`config.mk`:
```
export PLATFORM = sky130hd
export DESIGN_NAME = usbbsc_top
export DESIGN_NICKNAME = d
export VERILOG_FILES = /design/src/hw/usbbsc_pkg.sv /design/src/hw/usbbsc_top.sv
export SDC_FILE = /design/constraint.sdc
export NUM_CORES = 1
export LEC_CHECK = 0
export ABC_AREA = 0
export BUFFER_PORTS_ARGS = -buffer_cell sky130_fd_sc_hd__buf_2
export CAP_MARGIN = 20
export CORE_MARGIN = 2
export CORE_UTILIZATION = 30
export CTS_BUF_LIST = sky130_fd_sc_hd__clkbuf_16
export DETAILED_ROUTE_END_ITERATION = 12
export GPL_ROUTABILITY_DRIVEN = 0
export PLACE_DENSITY = 0.45
export RECOVER_POWER = 25
export SLEW_MARGIN = 20
export SYNTH_ARGS = -nofsm -noshare
export SYNTH_HDL_FRONTEND = slang
export SYNTH_SLANG_ARGS = --single-unit
```
`constraint.sdc`:
```
create_clock -name i_clk -period 3.6 [get_ports i_clk]
set_clock_uncertainty 0.15 [all_clocks]
set_input_delay 0.9 -clock i_clk [delete_from_list [all_inputs] [get_ports i_clk]]
set_output_delay 0.9 -clock i_clk [all_outputs]
set_load 0.1 [all_outputs]
```
`src/hw/usbbsc_pkg.sv`:
```
// Package: register map, field positions, reset values and timing counts for bus-state control
package usbbsc_pkg;
  // Register offsets
  localparam logic [3:0] REG_PAD_REG_CTRL = 4'h0;
  localparam logic [3:0] REG_CTRL = 4'h1;
  localparam logic [3:0] REG_STATUS = 4'h2;
  localparam logic [3:0] REG_CHG_FLAGS = 4'h3;
  localparam logic [3:0] REG_DEV_CTRL = 4'h4;
  localparam logic [3:0] REG_DEV_FLAGS = 4'h5;
  localparam logic [3:0] REG_EP_NUM = 4'h6;
  localparam logic [3:0] REG_EP_RESET = 4'h7;
  localparam logic [3:0] REG_EP_CFG = 4'h8;
  localparam logic [3:0] REG_EP_STAT = 4'h9;
  localparam logic [3:0] REG_ADDR = 4'hA;
  // Field positions
  localparam int POS_REG_EN = 0;
  localparam int POS_CTRL_EN = 7;
  localparam int POS_FRZ = 5;
  localparam int POS_VPAD = 4;
  localparam int POS_VIRQ = 0;
  localparam int POS_VBUS = 0;
  localparam int POS_LEGACY = 1;
  localparam int POS_VCHG = 0;
  localparam int POS_DETACH = 0;
  localparam int POS_LOWSPD = 2;
  localparam int POS_CPURST = 3;
  localparam int POS_SUSP = 0;
  localparam int POS_WAKE = 4;
  localparam int POS_EORST = 3;
  localparam int POS_WAKE_IE = 4;
  localparam int POS_EP_EN = 0;
  localparam int POS_EP_TOGGLE_CLEAR_CMD = 3;
  localparam int POS_EP_SIZE = 4;
  localparam int POS_EP_BANK = 2;
  localparam int POS_EP_MEMORY_RESERVE = 1;
  localparam int POS_CFG_OK = 7;
  localparam int POS_TOGGLE = 1;
  localparam int POS_ADDR_VALID = 7;
  // Reset values
  localparam logic [7:0] RST_CTRL = 8'h20;
  localparam logic [7:0] RST_DEV_CTRL = 8'h01;
  localparam logic [7:0] RST_ZERO = 8'h00;
  localparam logic [7:0] LEGACY_ONE = 8'h02;
  // Endpoint count and memory
  localparam int NUM_EP = 7;
  localparam logic [10:0] DPRAM_BYTES = 11'h340;
  // Timing
  localparam int CLK_HZ = 20_000_000;
  localparam int BUS_RST_NS = 2500;
  localparam int BUS_RST_CYC = (BUS_RST_NS * (CLK_HZ / 1_000_000) + 999) / 1000;
  localparam int SUSP_MS = 3;
  localparam int SUSP_CYC = SUSP_MS * (CLK_HZ / 1000);
  // Line states
  typedef enum logic [2:0] {
    LINE_J = 3'b001,
    LINE_SE0 = 3'b010,
    LINE_K = 3'b100
  } usbbsc_line_e;
  // Pins from the pad, grouped
  typedef struct packed {
    logic vbus_valid;
    logic dp;
    logic dm;
  } usbbsc_pads_s;
endpackage

```
`src/hw/usbbsc_top.sv`:
```
// Module: USB device global control, VBUS sensing, bus reset, address and suspend logic
`timescale 1ns/10ps
// How it works
// - session-valid follows the VBUS comparator (at or above 1.4V) and feeds status.
// - VBUS change flag sets on each rising or falling VBUS edge, sticky.
// - pull-up stays off while VBUS status reads clear.
// - pad regulator enable is bit 0 of regulator control, rest reserved.
// - clearing controller enable resets the controller, transceiver and clocks.
// - clock freeze bit 5 stops controller clocks; resume detection keeps working.
// - VBUS pad enable bit 4 stays writable with controller disabled.
// - control bit 0 gates VBUS change onto an interrupt request.
// - status reads bit1 one, bit0 VBUS, bits 7:2 zero.
// - VBUS change flag set by hardware, cleared by software writing zero.
// - reset freezes clock, sets detach, clears banks, pull-ups inactive.
// - speed pull-up only when detach clear and VBUS present.
// - endpoint reset clears state and flags, keeps toggle, config and enable.
// - SE0 for 2.5us is bus reset, disabling endpoints except control endpoint.
// - CPU-reset option makes bus reset pulse CPU reset, controller stays attached.
// - disabled endpoint held reset; packets unacknowledged until config accepted.
// - config accepted withheld when endpoint size exceeds dual-port memory.
// - clearing endpoint enable resets endpoint and toggle, keeps size and allocation.
// - address reads 00h default; answered address 00h while address-valid clear.
// - 3ms bus idle selects full speed for one cycle only and sets suspend flag.
// - wake flag on non-idle lines; each flag clears the other.
// - suspend puts pad idle; non-idle bus event reactivates it.
module usbbsc_top (
  // Clock and reset
  input wire logic i_clk,
  input wire logic i_reset_n,
  // Register port
  input wire logic [3:0] i_addr,
  input wire logic [7:0] i_wdata,
  input wire logic i_wr,
  input wire logic i_rd,
  output logic [7:0] o_rdata,
  // Pads
  input wire usbbsc_pkg::usbbsc_pads_s i_pads,
  // Endpoint side
  input wire logic [usbbsc_pkg::NUM_EP-1:0] i_ep_toggle_flip,
  output logic [usbbsc_pkg::NUM_EP-1:0] o_ep_reset,
  output logic [usbbsc_pkg::NUM_EP-1:0] o_ep_ack_ok,
  output logic [6:0] o_match_addr,
  // Pad and power control
  output logic o_regulator_on,
  output logic o_vbus_pad_on,
  output logic o_xcvr_on,
  output logic o_clk_run,
  output logic o_pad_active,
  output logic o_pullup_dp,
  output logic o_pullup_dm,
  output logic o_full_speed,
  output logic o_vbus_irq,
  output logic o_cpu_reset
);
  // Register state
  logic [7:0] pad_regulator_ctrl;
  logic [7:0] controller_ctrl;
  logic vbus_change_flag;
  logic detach, low_speed, cpu_reset_on_bus_reset;
  logic suspend_flag, wake_flag, bus_reset_flag, wake_irq_en;
  logic [2:0] endpoint_select;
  logic [6:0] device_address_field;
  logic address_valid;
  logic [usbbsc_pkg::NUM_EP-1:0] ep_en, ep_memory_reserve, ep_cfg_ok, ep_toggle;
  logic [usbbsc_pkg::NUM_EP-1:0] ep_rst_pulse;
  logic [2:0] ep_size [usbbsc_pkg::NUM_EP];
  logic ep_bank [usbbsc_pkg::NUM_EP];
  // Synchronisers: three stages, a change counts once stages two and three agree
  logic [2:0] vb_sync, dp_sync, dm_sync;
  logic vbus_state, dp_s, dm_s;
  logic enabled, frozen;
  logic [23:0] idle_cnt;
  logic [6:0] se0_cnt;
  logic bus_reset_now;
  logic [2:0] line;
  logic [2:0] line_q;
  logic wr_ctrl_hit;

  // Endpoint size in bytes: 8 << code, doubled for two banks; 12 bits so the
  // largest double-bank request cannot wrap round to a small value
  function automatic logic [11:0] ep_bytes(input logic [2:0] sz, input logic dbl);
    logic [11:0] b;
    b = 12'h008 << sz;
    ep_bytes = dbl ? (b << 1) : b;
  endfunction

  assign enabled = controller_ctrl[usbbsc_pkg::POS_CTRL_EN];
  assign frozen = controller_ctrl[usbbsc_pkg::POS_FRZ];
  assign wr_ctrl_hit = i_wr && (i_addr == usbbsc_pkg::REG_DEV_FLAGS);

  // Pad inputs cross into the clock domain; VBUS pad runs even when disabled
  always_ff @(posedge i_clk) begin
    if (!i_reset_n) begin
      vb_sync <= 3'h0;
      dp_sync <= 3'h0;
      dm_sync <= 3'h0;
      vbus_state <= 1'b0;
      dp_s <= 1'b0;
      dm_s <= 1'b0;
    end else begin
      vb_sync <= {vb_sync[1:0], i_pads.vbus_valid & controller_ctrl[usbbsc_pkg::POS_VPAD]};
      dp_sync <= {dp_sync[1:0], i_pads.dp};
      dm_sync <= {dm_sync[1:0], i_pads.dm};
      if (vb_sync[1] == vb_sync[2]) vbus_state <= vb_sync[2];
      if (dp_sync[1] == dp_sync[2]) dp_s <= dp_sync[2];
      if (dm_sync[1] == dm_sync[2]) dm_s <= dm_sync[2];
    end
  end

  // Line state decode: J depends on the chosen speed
  always_comb begin
    if (!dp_s && !dm_s) line = usbbsc_pkg::LINE_SE0;
    else if (dp_s != low_speed) line = usbbsc_pkg::LINE_J;
    else line = usbbsc_pkg::LINE_K;
  end

  // Global control registers; regulator and pad enable stay live when disabled
  always_ff @(posedge i_clk) begin
    if (!i_reset_n) begin
      pad_regulator_ctrl <= usbbsc_pkg::RST_ZERO;
      controller_ctrl <= usbbsc_pkg::RST_CTRL;
    end else if (i_wr && i_addr == usbbsc_pkg::REG_PAD_REG_CTRL) begin
      pad_regulator_ctrl <= {7'h00, i_wdata[usbbsc_pkg::POS_REG_EN]};
    end else if (i_wr && i_addr == usbbsc_pkg::REG_CTRL) begin
      controller_ctrl <= i_wdata & 8'hB1;
    end
  end

  // VBUS change flag: set wins over a clear in the same cycle
  always_ff @(posedge i_clk) begin
    if (!i_reset_n) begin
      vbus_change_flag <= 1'b0;
    end else if (vb_sync[2] != vbus_state && vb_sync[1] == vb_sync[2]) begin
      vbus_change_flag <= 1'b1;
    end else if (i_wr && i_addr == usbbsc_pkg::REG_CHG_FLAGS
                 && !i_wdata[usbbsc_pkg::POS_VCHG]) begin
      vbus_change_flag <= 1'b0;
    end
  end

  // Bus reset and idle timers; frozen clocks stop both
  always_ff @(posedge i_clk) begin
    if (!i_reset_n || !enabled || frozen) begin
      se0_cnt <= 7'h00;
      idle_cnt <= 24'h000000;
      line_q <= usbbsc_pkg::LINE_J;
    end else begin
      line_q <= line;
      if (line == usbbsc_pkg::LINE_SE0) begin
        if (se0_cnt != 7'(usbbsc_pkg::BUS_RST_CYC)) se0_cnt <= se0_cnt + 7'h01;
      end else begin
        se0_cnt <= 7'h00;
      end
      if (line != usbbsc_pkg::LINE_J || line != line_q) idle_cnt <= 24'h000000;
      else if (idle_cnt != 24'(usbbsc_pkg::SUSP_CYC)) idle_cnt <= idle_cnt + 24'h000001;
    end
  end

  // One pulse as the SE0 count reaches the bus reset length
  assign bus_reset_now = (line == usbbsc_pkg::LINE_SE0)
                         && (se0_cnt == 7'(usbbsc_pkg::BUS_RST_CYC - 1));

  // Device control and flags; disable acts as a controller reset
  always_ff @(posedge i_clk) begin
    if (!i_reset_n || !enabled) begin
      detach <= 1'b1;
      low_speed <= 1'b0;
      cpu_reset_on_bus_reset <= 1'b0;
      suspend_flag <= 1'b0;
      wake_flag <= 1'b0;
      bus_reset_flag <= 1'b0;
      wake_irq_en <= 1'b0;
      o_full_speed <= 1'b1;
    end else begin
      if (i_wr && i_addr == usbbsc_pkg::REG_DEV_CTRL) begin
        detach <= i_wdata[usbbsc_pkg::POS_DETACH];
        low_speed <= i_wdata[usbbsc_pkg::POS_LOWSPD];
        cpu_reset_on_bus_reset <= i_wdata[usbbsc_pkg::POS_CPURST];
        wake_irq_en <= i_wdata[usbbsc_pkg::POS_WAKE_IE];
      end
      if (idle_cnt == 24'(usbbsc_pkg::SUSP_CYC - 1)) begin
        suspend_flag <= 1'b1;
        wake_flag <= 1'b0;
        o_full_speed <= 1'b1;
      end else begin
        // Wake detection uses the raw line so it still works while frozen
        if ((line != usbbsc_pkg::LINE_J) && !detach) begin
          wake_flag <= 1'b1;
          suspend_flag <= 1'b0;
        end else if (wr_ctrl_hit) begin
          if (!i_wdata[usbbsc_pkg::POS_WAKE]) wake_flag <= 1'b0;
          if (!i_wdata[usbbsc_pkg::POS_SUSP]) suspend_flag <= 1'b0;
        end
        o_full_speed <= !low_speed;
      end
      if (bus_reset_now) bus_reset_flag <= 1'b1;
      else if (wr_ctrl_hit && !i_wdata[usbbsc_pkg::POS_EORST]) bus_reset_flag <= 1'b0;
    end
  end

  // Address: valid bit cleared by power-up, bus reset and disable
  always_ff @(posedge i_clk) begin
    if (!i_reset_n || !enabled || bus_reset_now) begin
      device_address_field <= 7'h00;
      address_valid <= 1'b0;
    end else if (i_wr && i_addr == usbbsc_pkg::REG_ADDR) begin
      device_address_field <= i_wdata[6:0];
      address_valid <= i_wdata[usbbsc_pkg::POS_ADDR_VALID];
    end
  end

  // Endpoint select
  always_ff @(posedge i_clk) begin
    if (!i_reset_n || !enabled) endpoint_select <= 3'h0;
    else if (i_wr && i_addr == usbbsc_pkg::REG_EP_NUM) endpoint_select <= i_wdata[2:0];
  end

  // Per-endpoint configuration; bus reset disables all but endpoint 0's config
  always_ff @(posedge i_clk) begin
    if (!i_reset_n || !enabled) begin
      ep_en <= '0;
      ep_memory_reserve <= '0;
      ep_cfg_ok <= '0;
      ep_toggle <= '0;
      ep_rst_pulse <= '0;
      for (int i = 0; i < usbbsc_pkg::NUM_EP; i++) begin
        ep_size[i] <= 3'h0;
        ep_bank[i] <= 1'b0;
      end
    end else begin
      ep_rst_pulse <= '0;
      ep_toggle <= ep_toggle ^ (i_ep_toggle_flip & ep_en);
      if (i_wr && i_addr == usbbsc_pkg::REG_EP_RESET) begin
        ep_rst_pulse <= i_wdata[usbbsc_pkg::NUM_EP-1:0];
      end
      if (i_wr && i_addr == usbbsc_pkg::REG_EP_CFG && endpoint_select < 3'h7) begin
        ep_en[endpoint_select] <= i_wdata[usbbsc_pkg::POS_EP_EN];
        ep_memory_reserve[endpoint_select] <= i_wdata[usbbsc_pkg::POS_EP_MEMORY_RESERVE];
        ep_size[endpoint_select] <= i_wdata[usbbsc_pkg::POS_EP_SIZE +: 3];
        ep_bank[endpoint_select] <= i_wdata[usbbsc_pkg::POS_EP_BANK];
        // Size check against the shared memory
        ep_cfg_ok[endpoint_select] <= i_wdata[usbbsc_pkg::POS_EP_EN]
          && i_wdata[usbbsc_pkg::POS_EP_MEMORY_RESERVE]
          && (ep_bytes(i_wdata[usbbsc_pkg::POS_EP_SIZE +: 3], i_wdata[usbbsc_pkg::POS_EP_BANK])
              <= usbbsc_pkg::DPRAM_BYTES);
        if (!i_wdata[usbbsc_pkg::POS_EP_EN]) begin
          ep_toggle[endpoint_select] <= 1'b0;
          ep_rst_pulse[endpoint_select] <= 1'b1;
        end else if (i_wdata[usbbsc_pkg::POS_EP_TOGGLE_CLEAR_CMD]) begin
          ep_toggle[endpoint_select] <= 1'b0;
        end
      end
      if (bus_reset_now) begin
        ep_en <= '0;
        ep_en[0] <= ep_en[0];
      end
    end
  end

  // Endpoint side outputs: held in reset while disabled
  always_ff @(posedge i_clk) begin
    if (!i_reset_n) begin
      o_ep_reset <= '1;
      o_ep_ack_ok <= '0;
      o_match_addr <= 7'h00;
    end else begin
      o_ep_reset <= ep_rst_pulse | ~ep_en | {usbbsc_pkg::NUM_EP{!enabled}};
      o_ep_ack_ok <= ep_en & ep_cfg_ok;
      o_match_addr <= address_valid ? device_address_field : 7'h00;
    end
  end

  // Pad, clock and pull-up controls
  always_ff @(posedge i_clk) begin
    if (!i_reset_n) begin
      o_regulator_on <= 1'b0;
      o_vbus_pad_on <= 1'b0;
      o_xcvr_on <= 1'b0;
      o_clk_run <= 1'b0;
      o_pad_active <= 1'b0;
      o_pullup_dp <= 1'b0;
      o_pullup_dm <= 1'b0;
      o_vbus_irq <= 1'b0;
      o_cpu_reset <= 1'b0;
    end else begin
      o_regulator_on <= pad_regulator_ctrl[usbbsc_pkg::POS_REG_EN];
      o_vbus_pad_on <= controller_ctrl[usbbsc_pkg::POS_VPAD];
      o_xcvr_on <= enabled;
      o_clk_run <= enabled && !frozen;
      o_pad_active <= enabled && !detach && !suspend_flag;
      // Pull-up needs attach and VBUS present
      o_pullup_dp <= enabled && !detach && vbus_state && !low_speed;
      o_pullup_dm <= enabled && !detach && vbus_state && low_speed;
      o_vbus_irq <= vbus_change_flag && controller_ctrl[usbbsc_pkg::POS_VIRQ];
      o_cpu_reset <= bus_reset_now && cpu_reset_on_bus_reset;
    end
  end

  // Read data, one cycle after the strobe; unmapped reads zero
  always_ff @(posedge i_clk) begin
    if (!i_reset_n) begin
      o_rdata <= 8'h00;
    end else if (!i_rd) begin
      o_rdata <= 8'h00;
    end else if (i_addr == usbbsc_pkg::REG_PAD_REG_CTRL) begin
      o_rdata <= pad_regulator_ctrl;
    end else if (i_addr == usbbsc_pkg::REG_CTRL) begin
      o_rdata <= controller_ctrl;
    end else if (i_addr == usbbsc_pkg::REG_STATUS) begin
      o_rdata <= usbbsc_pkg::LEGACY_ONE | {7'h00, vbus_state};
    end else if (i_addr == usbbsc_pkg::REG_CHG_FLAGS) begin
      o_rdata <= {7'h00, vbus_change_flag};
    end else if (i_addr == usbbsc_pkg::REG_DEV_CTRL) begin
      o_rdata <= {3'h0, wake_irq_en, cpu_reset_on_bus_reset, low_speed, 1'b0, detach};
    end else if (i_addr == usbbsc_pkg::REG_DEV_FLAGS) begin
      o_rdata <= {3'h0, wake_flag, bus_reset_flag, 2'h0, suspend_flag};
    end else if (i_addr == usbbsc_pkg::REG_EP_NUM) begin
      o_rdata <= {5'h00, endpoint_select};
    end else if (i_addr == usbbsc_pkg::REG_EP_CFG && endpoint_select < 3'h7) begin
      o_rdata <= {1'b0, ep_size[endpoint_select], 1'b0, ep_bank[endpoint_select],
                  ep_memory_reserve[endpoint_select], ep_en[endpoint_select]};
    end else if (i_addr == usbbsc_pkg::REG_EP_STAT && endpoint_select < 3'h7) begin
      o_rdata <= {ep_cfg_ok[endpoint_select], 5'h00, ep_toggle[endpoint_select], 1'b0};
    end else if (i_addr == usbbsc_pkg::REG_ADDR) begin
      o_rdata <= {address_valid, device_address_field};
    end else begin
      o_rdata <= 8'h00;
    end
  end

  // Checks: outputs are registered, so each consequent on an output looks one cycle after its cause
  a_vbus_flag_set: assert property (@(posedge i_clk) disable iff (!i_reset_n)
    $changed(vbus_state) |-> vbus_change_flag)
    else $error("vbus change not flagged");
  a_pullup_needs_vbus: assert property (@(posedge i_clk) disable iff (!i_reset_n)
    (o_pullup_dp || o_pullup_dm) |-> $past(vbus_state))
    else $error("pullup without vbus");
  a_status_legacy: assert property (@(posedge i_clk) disable iff (!i_reset_n)
    $past(i_rd && i_addr == usbbsc_pkg::REG_STATUS) |-> o_rdata[7:1] == 7'h01)
    else $error("status bits wrong");
  a_addr_default: assert property (@(posedge i_clk) disable iff (!i_reset_n)
    !address_valid |=> o_match_addr == 7'h00)
    else $error("addr not zero");
  a_bus_rst_cpu: assert property (@(posedge i_clk) disable iff (!i_reset_n)
    bus_reset_now && cpu_reset_on_bus_reset && enabled |=> o_cpu_reset && o_xcvr_on)
    else $error("cpu reset missing");
  a_flags_exclusive: assert property (@(posedge i_clk) disable iff (!i_reset_n)
    !(suspend_flag && wake_flag))
    else $error("suspend and wake both set");
  a_freeze_clock: assert property (@(posedge i_clk) disable iff (!i_reset_n)
    frozen |=> !o_clk_run)
    else $error("clock not frozen");
  a_irq_gate: assert property (@(posedge i_clk) disable iff (!i_reset_n)
    o_vbus_irq |-> $past(controller_ctrl[usbbsc_pkg::POS_VIRQ]))
    else $error("irq ungated");
  // Attach and power controls
  a_no_vbus_pullup: assert property (@(posedge i_clk) disable iff (!i_reset_n)
    !vbus_state |=> !o_pullup_dp && !o_pullup_dm)
    else $error("pullup while vbus absent");
  a_detach_pullup: assert property (@(posedge i_clk) disable iff (!i_reset_n)
    detach |=> !o_pullup_dp && !o_pullup_dm)
    else $error("pullup while detached");
  a_regulator_follow: assert property (@(posedge i_clk) disable iff (!i_reset_n)
    o_regulator_on == $past(pad_regulator_ctrl[usbbsc_pkg::POS_REG_EN]))
    else $error("regulator enable not followed");
  a_disable_resets: assert property (@(posedge i_clk) disable iff (!i_reset_n)
    !enabled |=> !o_xcvr_on && !o_clk_run && (o_ep_reset == '1))
    else $error("disabled controller still running");
  // Endpoint side and suspend entry
  a_ep_rst_pulse: assert property (@(posedge i_clk) disable iff (!i_reset_n)
    (ep_rst_pulse != '0) |=> (o_ep_reset & $past(ep_rst_pulse)) == $past(ep_rst_pulse))
    else $error("endpoint reset not shown");
  a_ack_needs_cfg: assert property (@(posedge i_clk) disable iff (!i_reset_n)
    (o_ep_ack_ok & ~$past(ep_en & ep_cfg_ok)) == '0)
    else $error("ack without accepted config");
  a_bus_rst_ep: assert property (@(posedge i_clk) disable iff (!i_reset_n)
    bus_reset_now |=> (ep_en[usbbsc_pkg::NUM_EP-1:1] == '0) && !address_valid)
    else $error("bus reset left endpoints on");
  a_susp_full_speed: assert property (@(posedge i_clk) disable iff (!i_reset_n)
    enabled && (idle_cnt == 24'(usbbsc_pkg::SUSP_CYC - 1))
    |=> suspend_flag && !wake_flag && o_full_speed)
    else $error("suspend entry wrong");
endmodule // usbbsc_top

```
==> Word-level counts from Yosys, hierarchy flattened <==
Memories as Yosys holds them, arrays and structs flattened. A register that Yosys moved wholly into a read port is not among the register bits.
Cells that the tools add are included.
{ "classes": {"n_reduce_logical": 64, "add_sub_neg": 2, "order_cmp": 4, "eq_ne": 24, "bitwise_logic": 14, "muxes": 59, "n_shift": 1} }
{ "ops": {"columns": ["cell", "count"], "rows": [
  ["$mux 8", 9],
  ["$mux 7", 7],
  ["$logic_and 1x1->1", 29],
  ["$mux 3", 9],
  ["$mux 1", 25],
  ["$add 24x1->24 const B", 1],
  ["$eq 24x16->1 const B", 1],
  ["$ne 24x16->1 const B", 1],
  ["$and 7x7->7", 3],
  ["$bwmux 7", 3],
  ["$or 7x7->7", 3],
  ["$eq 4x3->1 const B", 4],
  ["$not 7->7", 2],
  ["$bmux 1 s3", 4],
  ["$eq 4x4->1 const B", 3],
  ["$le 12x10->1 const B", 1],
  ["$mux 12", 1],
  ["$reduce_and 2->1", 6],
  ["$shl 4x3->12 const A", 1],
  ["$logic_not 1->1", 10],
  ["$reduce_or 2->1", 5],
  ["$eq 4x2->1 const B", 2],
  ["$reduce_or 8->1", 1],
  ["$add 7x1->7 const B", 1],
  ["23 further kinds", 36]
]} }
{ "word_totals": {"regBits": 144, "word_cells": 216, "mem_count": 2, "input_bits": 26, "ram_bits": 28, "output_inout_bits": 39} }
{ "memory_table": {"columns": ["memory", "words", "width", "read_ports", "rd_clocked_by_memory_dff", "write_ports", "line_no", "text"], "rows": [
  ["ep_size", 7, 3, 1, 1, 7, "usbbsc_top.sv:66", "logic [2:0] ep_size [usbbsc_pkg::NUM_EP];"],
  ["ep_bank", 7, 1, 1, 1, 7, "usbbsc_top.sv:67", "logic ep_bank [usbbsc_pkg::NUM_EP];"]
]} }

==> Depth between registers and ports, before layout <==
{ "logic_depth": {"ltp_word": 11, "depth_mapped": 7, "mapped_depth_nobuf": 6} }

==> Worst setup path before layout <==
No wires, ideal clock.
{ "synth_timing": {"path_type": "input -> register", "startpoint": "input i_addr[2]", "endpoint": "memory ep_bank[2], enable pin", "path_buffers": 2, "required_ns": 3.143, "setup_slack_ns": 1.157, "setup_ns": 0.307, "stages": 6, "t_arrival_ns": 1.986, "path_cell_list": "buf_2 and2b_1 nand3_4 or2_1 buf_2 nand2_1"} }
{ "synth_rtl": {"columns": ["element", "line_no", "text"], "rows": [
  ["from (decl)", "usbbsc_top.sv:31", "input wire logic [3:0] i_addr,"],
  ["to (decl)", "usbbsc_top.sv:67", null]
]} }

==> reports/results.ini <==
[clock_network]
clockRootBuffer=clkbuf_16
post_cts_resized=0
cts_made_buffers=17
cts.clk_slew.worst_paths_ns=0.07
cts.path.max_buffers=2
clk_latency_ns=0.43
htreeDepth=4
cts_setup_buffers=0
cts.sinks=179
cts_tree=done
ctsHoldBuffers=0

[setup_path]
required_ns=3.73
reg2reg_slack_ns=1.17
crit_path_max_fanout=30
reg2reg_depth=3
critical_path_class=input pin to flop
r2r_start=endpoint_select[0]
worstSetupEndpointType=flop
critPathLaunchType=input pin
rr_endpoint=ep_size[1][0]
arrival_ns=2.98

[synth]
synth_seq_cells=179
synth_edf_count=28
postSynthCellCount=741
synth.top_cell.area_share_pct=40.70
synth.most_common_cell=dfxtp_1
syn_area_per_cell_um2=10.02
yosysWarnings=0
async_flop_share_pct=0
synthTopCellsByArea=dfxtp_1, edfxtp_1, mux2i_1
ys_types=64
synth_ff_type=dfxtp_1
yosysTopAreaCell=dfxtp_1
synth_area_um2=7427
ys_seq_area_share_pct=52.02
synth_commonest_cells=dfxtp_1, nor2_1, mux2i_1, nand2_1, edfxtp_1

[timing]
finalCritPeriodShare_pct=79.10
setup_viol_count_final=0
fin_crit_ns=2.848
tightest_slew_ns=1.049
tns_ns=0
hold_viol_final=0
max_freq_ghz=0.3512
grt_setup_unrepaired=false
slew_viol_final=0
relSlewSlack_pct=30.06

[grt]
antenna_found_initial=2
gr-max-usage-layer=met2
grt_use_met1_pct=22.85
globalRouteOverflowTotal=0
globalRouteMet2Util_pct=23.87
grt_pass1_vias=5269
grtUsageTotal_pct=15.79
grt.met3_usage_pct=3.210
grt_max_degree=31
grt_pass1_wl_mm=31.33

[routing]
ant_nets=0
drc=0
drtIter0Drc=327
vias_per_cell=4.789
dr_total_vias=5407
drt_first_pass_iters=5
wl_per_cell_um=17.71
wirelength_mm=19.99

[placement]
placed_cells=1095
dpl.hpwl_mm=14.24
numPortBuffers=64

[outcome]
status=complete, no violations

[power]
leakagePower_uw=0.003189
power_density_nw_per_um2=469.9
ir_worst_vdd_mv=0.2696

[die]
coreArea_um2=24320
std_cell_rows=57
start_util_pct=30.54
dieArea_um2=26030
die_w_um=161.3
io_pins=65
chipHeight_um=161.3

[final_layout]
layoutNonFillerInstCount=1129
fillers=2503
fin_nets=821
drive_gt1_share_pct=15.44
syn2layout_area_growth_pct=15.99

[flow_run]
cap_violations=0

[min_path]
hold_end=dm_sync[1]
whs_path_depth=1
hold_class=flop to flop
min_from=dm_sync[0]

-- worst max path at each step --
| stage | depth (start not counted) | slack, ns | startpoint | to |
|---|---|---|---|---|
| finish | 5 | 0.75 | i_reset_n | o_pullup_dp |
| CTS | 3 | 1.12 | endpoint_select[0] | ep_size[1][2] |
| global placement | 5 | 0.82 | i_addr[1] | ep_size[5][0] |
| detailed placement | 5 | 0.77 | i_addr[2] | ep_size[5][2] |
| floorplan | 6 | 1.16 | i_addr[2] | ep_bank[2] |
| global route | 5 | 0.59 | i_reset_n | o_pullup_dp |
-- sequential cells by signal (all words and copies together), names as in the netlist, 8 cells and up, named ones only --
signal    count
ep_size      24
o_rdata       8
ep_bank       8
idle_cnt     24
-- cell families (layout without fill, tap and decap cells) --
group	Yosys count	after routing	share of synthesized area (%)
AOI/OAI and AO/OA	81	81	7.362
xor gates and xnor gates	36	36	4.245
and+or+nand+nor	313	313	21.70
muxes	68	68	10.60
buffers and inverters	58	117	3.184
other	1	6	0.05049
DFF	179	179	52.02
adders and majority gates	5	5	0.8423
-- power breakdown --
group | internal [µW] | switching [µW] | total (µW)
Sequential | 2030 | 3.32 | 2030
Clock | 1050 | 848 | 1890
Combinational | 34.8 | 84.2 | 119
Total | 3110 | 935 | 4050
-- cell type report --
cell class                 count  area (µm²)  area share [%]
antenna                        2       5.005         0.05810
clock buffer                  17       425.4           4.938
clock inverter                15       170.2           1.975
inverter                      15       56.30          0.6536
multi-input combinational    507        3338           38.75
sequential                   179        3864           44.85
tap                          324       405.4           4.706
timing repair buffer          70       350.3           4.067
-- routing by layer --
metal | vias up | share of wire (%)
li1 | 2670 | -
met1 | 2627 | 51
met2 | 96 | 44
met3 | 14 | 3.6
met4 | 0 | 1.1
met5 | - | 0
-- stage by stage --
stage	hold WS, ns	utilization, %	instance area (µm²)	total power (µW)	setup slack [ns]
floorplan	0.2406	-	7438	2154	1.157
global placement	0.2707	33.01	8029	2201	0.8215
detailed placement	0.2750	33.01	8029	2200	0.7705
CTS	0.2917	35.46	8625	4108	1.124
global route	0.3095	35.41	8612	4191	0.5930
finish	0.2878	35.42	8615	4048	0.7524
-- layout by cell type (no fill, tap or decap), types with 16 or more instances in the layout --
cell type and n:
a21oi_1 17, and3_1 25, buf_2 63, clkbuf_16 17
dfxtp_1 151, edfxtp_1 28, inv_1 16, mux2i_1 55
nand2_1 53, nand3_1 22, nor2_1 119, xor2_1 25
-- critical path, cell delays in order --
cell and delay [ns]:
clkbuf_1 0.24, nand2_1 0.17, clkbuf_1 0.79, clkbuf_2 0.73, nor4b_1 0.13
Power figures use the tool's default switching activity.
